$ cat src/hdl/supply_monitor_pkg.sv
// constants and types shared by the supply monitor design
package supply_monitor_pkg;
  // register index and its byte address on the 32-bit bus
  localparam logic [7:0] CTRL_IDX = 8'h11;
  localparam logic [7:0] CTRL_ADDR = 8'(CTRL_IDX << 2);
  // field positions
  localparam int THR_LSB = 0;
  localparam int THR_W = 4;
  localparam int RANGE_BIT = 4;
  localparam int GOOD_BIT = 5;
  // values after reset
  localparam logic [3:0] THR_RST = 4'h2;
  localparam logic RANGE_RST = 1'b0;
  localparam logic GOOD_RST = 1'b0;
  // threshold map in millivolts: 1700, 50, 2550, 75
  localparam int MV_W = 12;
  localparam logic [11:0] LOW_BASE_MV = 12'h6A4;
  localparam logic [11:0] LOW_STEP_MV = 12'h032;
  localparam logic [11:0] HIGH_BASE_MV = 12'h9F6;
  localparam logic [11:0] HIGH_STEP_MV = 12'h04B;
  // comparator settling after enable or threshold change
  localparam int CLK_PERIOD_NS = 50;
  localparam int SETTLE_NS = 1000;
  localparam int SETTLE_CYCLES =
    (SETTLE_NS + CLK_PERIOD_NS - 1) / CLK_PERIOD_NS;
  localparam int CNT_W = 5;
  typedef enum logic [1:0] {
    MON_OFF,
    MON_SETTLE,
    MON_RUN
  } mon_state_t;
endpackage

$ cat src/hdl/threshold_if.sv
// threshold code and its millivolt value between monitor parts
`timescale 1ns/1ps
`default_nettype none
interface threshold_if;
  logic [3:0] code;
  logic range;
  logic [11:0] mv;
  modport mapper (input code, input range, output mv);
  modport owner (output code, output range, input mv);
endinterface
`default_nettype wire

$ cat src/hdl/level_sync.sv
// two-stage synchroniser for levels from outside the clock domain
`timescale 1ns/1ps
`default_nettype none
module level_sync #(
  parameter int WIDTH = 1
) (
  // clock and reset
  input wire logic clk_i,
  input wire logic rst_i,
  // levels
  input wire logic [WIDTH-1:0] async_i,
  output logic [WIDTH-1:0] sync_o
);
  logic [WIDTH-1:0] meta_q;
  logic [WIDTH-1:0] sync_q;

  if (WIDTH < 1) begin : g_chk
    $error("level_sync needs WIDTH of at least one");
  end

  always_ff @(posedge clk_i) begin
    if (rst_i) begin
      meta_q <= '0;
      sync_q <= '0;
    end else begin
      meta_q <= async_i;
      sync_q <= meta_q;
    end
  end

  assign sync_o = sync_q;
endmodule
`default_nettype wire

$ cat src/hdl/threshold_mapper.sv
// maps the threshold code and range onto a millivolt level
`timescale 1ns/1ps
`default_nettype none
module threshold_mapper
  import supply_monitor_pkg::*;
#(
  parameter int OUT_W = MV_W
) (
  // threshold carrier
  threshold_if.mapper thr
);
  logic [11:0] step_mv;

  if (OUT_W != 12) begin : g_chk
    $error("threshold_mapper supports a 12-bit millivolt output only");
  end

  always_comb begin
    step_mv = thr.range ? HIGH_STEP_MV : LOW_STEP_MV;
    if (thr.range) begin
      thr.mv = 12'(HIGH_BASE_MV + 12'(step_mv * {8'h00, thr.code}));
    end else begin
      thr.mv = 12'(LOW_BASE_MV + 12'(step_mv * {8'h00, thr.code}));
    end
  end
endmodule
`default_nettype wire

$ cat src/hdl/supply_voltage_monitor.sv
// supply voltage monitor with its control register on wishbone
//
// Our own choice: the Wishbone register port.
`timescale 1ns/1ps
`default_nettype none
module supply_voltage_monitor
  import supply_monitor_pkg::*;
(
  // clock and reset
  input wire logic clk_i,
  input wire logic rst_i,
  // wishbone slave
  input wire logic cyc_i,
  input wire logic stb_i,
  input wire logic we_i,
  input wire logic [7:0] adr_i,
  input wire logic [3:0] sel_i,
  input wire logic [31:0] dat_i,
  output logic [31:0] dat_o,
  output logic ack_o,
  // transceiver state
  input wire logic power_on_state_i,
  input wire logic sleep_state_i,
  input wire logic state_a_i,
  // analog comparator
  input wire logic supply_above_i,
  output logic comparator_enable_o,
  output logic [11:0] threshold_mv_o,
  // event to the interrupt controller
  output logic low_supply_interrupt_o
);

  //////////////////////////////////////////////////////////////////////////
  // declarations

  logic ack_q;
  logic ack_d;
  logic [31:0] dat_q;
  logic [31:0] dat_d;
  logic [3:0] thr_q;
  logic [3:0] thr_d;
  logic range_q;
  logic range_d;
  logic req;
  logic hit;
  logic wr_en;
  logic rd_en;

  mon_state_t state_q;
  mon_state_t state_d;
  logic [CNT_W-1:0] cnt_q;
  logic [CNT_W-1:0] cnt_d;
  logic good_q;
  logic good_d;
  logic irq_q;
  logic irq_d;
  logic en_q;
  logic en_d;
  logic [11:0] mv_q;
  logic ever_good_q;
  logic ever_good_d;
  logic active;
  logic above_s;

  threshold_if thr_bus ();

  if (SETTLE_CYCLES < 1 || SETTLE_CYCLES >= (1 << CNT_W)) begin : g_chk
    $error("settle count does not fit its counter");
  end

  //////////////////////////////////////////////////////////////////////////
  // comparator input and threshold mapping

  level_sync #(
    .WIDTH(1)
  ) u_sync (
    .clk_i(clk_i),
    .rst_i(rst_i),
    .async_i(supply_above_i),
    .sync_o(above_s)
  );

  assign thr_bus.code = thr_q;
  assign thr_bus.range = range_q;

  threshold_mapper #(
    .OUT_W(MV_W)
  ) u_map (
    .thr(thr_bus.mapper)
  );

  //////////////////////////////////////////////////////////////////////////
  // wishbone register access

  assign req = cyc_i & stb_i & ~ack_q;
  assign hit = (adr_i == CTRL_ADDR);
  assign wr_en = req & we_i & hit & sel_i[0];
  assign rd_en = req & ~we_i & hit;

  always_comb begin
    ack_d = req;
    thr_d = thr_q;
    range_d = range_q;
    dat_d = 32'h0000_0000;
    if (wr_en) begin
      thr_d = dat_i[THR_LSB +: THR_W];
      range_d = dat_i[RANGE_BIT];
    end
    if (rd_en) begin
      dat_d[THR_LSB +: THR_W] = thr_q;
      dat_d[RANGE_BIT] = range_q;
      dat_d[GOOD_BIT] = good_q;
    end
  end

  always_ff @(posedge clk_i) begin
    if (rst_i) begin
      ack_q <= 1'b0;
      dat_q <= 32'h0000_0000;
      thr_q <= THR_RST;
      range_q <= RANGE_RST;
    end else begin
      ack_q <= ack_d;
      dat_q <= dat_d;
      thr_q <= thr_d;
      range_q <= range_d;
    end
  end

  //////////////////////////////////////////////////////////////////////////
  // monitor sequencing and flag

  assign active = ~(power_on_state_i | sleep_state_i | state_a_i);

  always_comb begin
    state_d = state_q;
    cnt_d = cnt_q;
    good_d = good_q;
    irq_d = 1'b0;
    en_d = en_q;
    ever_good_d = ever_good_q | good_q;
    case (state_q)
      MON_OFF: begin
        if (active) begin
          state_d = MON_SETTLE;
          cnt_d = CNT_W'(SETTLE_CYCLES);
          en_d = 1'b1;
        end
      end
      MON_SETTLE: begin
        if (!active) begin
          state_d = MON_OFF;
          en_d = 1'b0;
        end else if (wr_en) begin
          cnt_d = CNT_W'(SETTLE_CYCLES);
        end else if (cnt_q == '0) begin
          state_d = MON_RUN;
        end else begin
          cnt_d = cnt_q - 1'b1;
        end
      end
      MON_RUN: begin
        if (!active) begin
          state_d = MON_OFF;
          en_d = 1'b0;
        end else if (wr_en) begin
          state_d = MON_SETTLE;
          cnt_d = CNT_W'(SETTLE_CYCLES);
        end else begin
          good_d = above_s;
          irq_d = good_q & ~above_s;
        end
      end
      default: begin
        state_d = MON_OFF;
        en_d = 1'b0;
      end
    endcase
  end

  always_ff @(posedge clk_i) begin
    if (rst_i) begin
      state_q <= MON_OFF;
      cnt_q <= '0;
      good_q <= GOOD_RST;
      irq_q <= 1'b0;
      en_q <= 1'b0;
      mv_q <= 12'h000;
      ever_good_q <= 1'b0;
    end else begin
      state_q <= state_d;
      cnt_q <= cnt_d;
      good_q <= good_d;
      irq_q <= irq_d;
      en_q <= en_d;
      mv_q <= thr_bus.mv;
      ever_good_q <= ever_good_d;
    end
  end

  assign dat_o = dat_q;
  assign ack_o = ack_q;
  assign comparator_enable_o = en_q;
  assign threshold_mv_o = mv_q;
  assign low_supply_interrupt_o = irq_q;
endmodule
`default_nettype wire

$ cat config.mk
export PLATFORM = sky130hd
export DESIGN_NAME = supply_voltage_monitor
export DESIGN_NICKNAME = d
export VERILOG_FILES = /design/src/hdl/supply_monitor_pkg.sv /design/src/hdl/threshold_if.sv /design/src/hdl/level_sync.sv /design/src/hdl/threshold_mapper.sv /design/src/hdl/supply_voltage_monitor.sv
export SDC_FILE = /design/constraint.sdc
export NUM_CORES = 1
export LEC_CHECK = 0
export BUFFER_PORTS_ARGS = -buffer_cell sky130_fd_sc_hd__buf_2
export CORE_AREA = 2 2 75 131
export CTS_CLUSTER_DIAMETER = 120
export DETAILED_ROUTE_END_ITERATION = 8
export DIE_AREA = 0 0 77 133
export HOLD_SLACK_MARGIN = 0.08
export SYNTH_ARGS = -nofsm -noshare
export SYNTH_HDL_FRONTEND = slang
export SYNTH_SLANG_ARGS = --single-unit
$ cat constraint.sdc
create_clock -name clk_i -period 11.1 [get_ports clk_i]
set_input_delay 1.11 -clock clk_i [delete_from_list [all_inputs] [get_ports clk_i]]
set_output_delay 1.11 -clock clk_i [all_outputs]
set_load 0.02 [all_outputs]
==> impl_metrics.toml <==
[yosys]
synth_area_sq_um = 2695
synth_warnings = 0
synthArstFlopShare = 0
synth-simple-area-share = 0.2122
synth_top_area_cell = "dfxtp_1"
synth_area_per_cell_sq_um = 8.694
synth-main-ff-cell = "dfxtp_1"
synth-edff-count = 0
synthXorXnorAreaFrac = 0.03203
synth_top_family_by_area = "simple AND/OR/NAND/NOR gates"
synth_cell_types = 65
synth_compound_gate_area_share = 0.1769
netlist_instances = 310
synth_top_area_share = 0.2674
synth_seq_cells = 36
synth_mux_area_frac = 0.02971
seq_area_frac_synth = 0.2674
yosys-top-cells-area = "dfxtp_1 (27%), ha_1 (12%), buf_4 (7.5%)"
synthAdderAreaFrac = 0.1532

[sta]
maxSlewHeadroom = 0.5055
slew_violations = 0
worst_slew_pin_slew_ns = 0.7408
finalHoldViolCount = 0
clock_skew_ns = 0.006645
grt_setup_unrepaired = "no"
finalSetupTns_ns = 0
finalCritPeriodShare = 0.3829
finalSetupViolations = 0
whs_ns = 0.4384
fmax_mhz = 235.3
fin_crit_ns = 4.251

[layout]
drive_above_1_share = 0.1875
nNetsFinal = 434
area_growth_pct = 13.46
fillers = 1015
finalNonFillerCells = 474
final_cell_area_sq_um = 3058
n_antenna_cell = 0

[critical_path]
reg2reg_from = "range_q$_SDFFE_PP0P_"
cp_max_fo = 23
cp-start-kind = "flop"
cp_num_buf_inv = 2
worstSetupPathType = "flop to flop"
r2r_slack_ns = 6.85
slowest_delay_ns = 0.80
r2r-end = "threshold_mv_o[8]$_SDFF_PP0_"
crit_family = "simple AND/OR/NAND/NOR gates"
crit_arrival_ns = 4.42
cp_slowest_cell = "dfxtp_1"
crit_chain = "inv_1 > nor2_1 > nor2_1 > fa_1 > inv_1 > ha_1 > or2_0 > o211ai_2 > nor3b_2 > or4b_4 > and3_1 > o21a_1"
r2r_cells = 12
required_ns = 11.27
worstSetupEndpointType = "flop"

[die]
start_util = 0.2901
fp.coreArea_sq_um = 9291
io-pin-count = 100
die_h_microns = 133
num_rows = 47
die_w_microns = 77
die-area_sq_um = 10240

[job]
maxCapViolCount = 0

[power_and_ir_drop]
power_frac_clock = 0.357
power.internal_mw = 0.2599
power.density_nw_per_um2 = 124.2
p_leak_nw = 1.477
seq_power_share = 0.392
combPwrFrac = 0.251
p_sw_mw = 0.1198
switching_share = 0.3154
vdd_ir_drop_max_uv = 67.71

[clocking]
cts_max_level = 2
cts-root-buf = "clkbuf_16"
post_cts_resized = 0
postCtsSetupRepairBufs = 0
clkTransAtPathRegs_ns = 0.05
clock_latency_ns = 0.28
cts_tree = "built"
cts_hold_buf = 0
clockBufferDepth = 2
cts_buffers = 5
clock_sinks = 36

[route]
avgRoutedWirePerCell_microns = 11.48
avgViaCountPerCell = 4.574
antenna_left = 0
first_pass_iters = 4
vias = 2168
drcViolationCount = 0
drt_iter0_markers = 53
drt-total-wl_mm = 5.442

[global_routing]
grt_first_pass_wirelength_mm = 8.845
grt_max_degree = 29
antenna_found_initial = 0
grt.total_usage = 0.1059
grt_pass1_vias = 2091
overflow = 0

[place]
place_congestion = 0.7751
placedCellCount = 466
dpl-instance-area_sq_um = 2912
dp_hpwl_mm = 4.489
port_buffers = 43

[worst_hold_path]
hold_class = "flop to flop"
min_path_cells = 1
hp-start = "u_sync.sync_o$_SDFF_PP0_"
hold_path_end = "low_supply_interrupt_o$_SDFF_PP0_"

[outcome]
status = "finished, final reports clean"
[cells in the final DEF (no fill, tap or decap), drive strengths merged, types with 3 or more instances in the layout]
master	netlist	layout
and3	3	3
dfxtp	36	36
nand2	14	14
mux2i	8	8
nor4b	4	4
nand3b	3	3
xnor2	6	6
a211oi	4	4
nand4	3	3
buf	31	43
a21o	4	4
conb	2	28
xor2	3	3
fa	5	5
or3	8	8
and2	9	9
o21a	6	6
nor2b	7	7
o21ai	11	11
a21oi	18	18
ha	25	25
nand3	4	4
or2	4	4
nor2	29	29
clkbuf	4	5
a2111oi	3	3
inv	24	25
a22oi	3	3
[Yosys cell counts, types with 5 or more instances]
master,instances
o21ai_0,10
a21oi_1,18
ha_1,25
o21a_1,6
xnor2_1,5
nor2_1,29
or3_1,7
nand2_1,14
buf_4,27
fa_1,5
and2_1,9
mux2i_1,8
inv_1,24
nor2b_1,7
dfxtp_1,36
[cell families after synthesis]
family / after synthesis
other: 2
DFF: 36
xor gates and xnor gates: 9
AOI/OAI and AO/OA: 66
buffers and inverters: 59
muxes: 8
adders and majority gates: 30
and+or+nand+nor: 100
[worst max-delay path by stage]
stage | start | endpoint | slack [ns] | cells past startpoint
2_1_floorplan | range_q$_SDFFE_PP0P_ | threshold_mv_o[10]$_SDFF_PP0_ | 7.22 | 14
3_3_place_gp | range_q$_SDFFE_PP0P_ | threshold_mv_o[10]$_SDFF_PP0_ | 6.82 | 12
3_5_place_dp | range_q$_SDFFE_PP0P_ | threshold_mv_o[10]$_SDFF_PP0_ | 6.90 | 12
4_1_cts | range_q$_SDFFE_PP0P_ | threshold_mv_o[10]$_SDFF_PP0_ | 6.87 | 12
5_1_grt | range_q$_SDFFE_PP0P_ | threshold_mv_o[8]$_SDFF_PP0_ | 6.62 | 12
6_report | range_q$_SDFFE_PP0P_ | threshold_mv_o[8]$_SDFF_PP0_ | 6.85 | 12
[layout make-up]
cell class	instances	area, sq um	share of cell area
Clock inverter	3	21.27	0.006956
Inverter	24	90.09	0.02946
Timing Repair Buffer	43	215.2	0.07038
Tap cell	122	152.6	0.04992
Sequential cell	36	720.7	0.2357
Clock buffer	5	125.1	0.04092
Multi-Input combinational cell	241	1733	0.5667
[state kept, by name (all words and copies together), names as in the netlist]
name	flops
dat_o	6
comparator_enable_o	1
state_q	2
low_supply_interrupt_o	1
range_q	1
u_sync.meta_q	1
ack_o	1
threshold_mv_o	12
thr_bus.code	4
u_sync.sync_o	1
good_q	1
cnt_q	5
[power by group through the flow]
stage / Combinational (mW) / Sequential (mW) / Clock, mW
6_report: 0.0954 / 0.149 / 0.136
5_1_grt: 0.106 / 0.151 / 0.144
4_1_cts: 0.0951 / 0.149 / 0.139
3_5_place_dp: 0.0947 / 0.152 / 0
3_3_place_gp: 0.0921 / 0.151 / 0
2_1_floorplan: 0.0779 / 0.152 / 0
[per-stage QoR]
step	util	power (mW)	worst slack, ns
floorplan	-	0.2302	7.222
global placement	0.3134	0.2433	6.824
detailed placement	0.3134	0.2464	6.900
CTS	0.3291	0.3825	6.865
global route	0.3291	0.4006	6.619
finish	0.3291	0.3797	6.849
[routing by layer]
metal / global-route usage / vias to the layer above / wire length [microns] / part of all wire
li1: - / 1106 / - / -
met1: 0.09052 / 1001 / 1931 / 0.35
met2: 0.2237 / 53 / 3170 / 0.58
met3: 0.01091 / 8 / 202 / 0.037
met4: 0.06151 / 0 / 138 / 0.025
met5: 0 / - / 0 / 0
(Power assumes the default switching activity.)
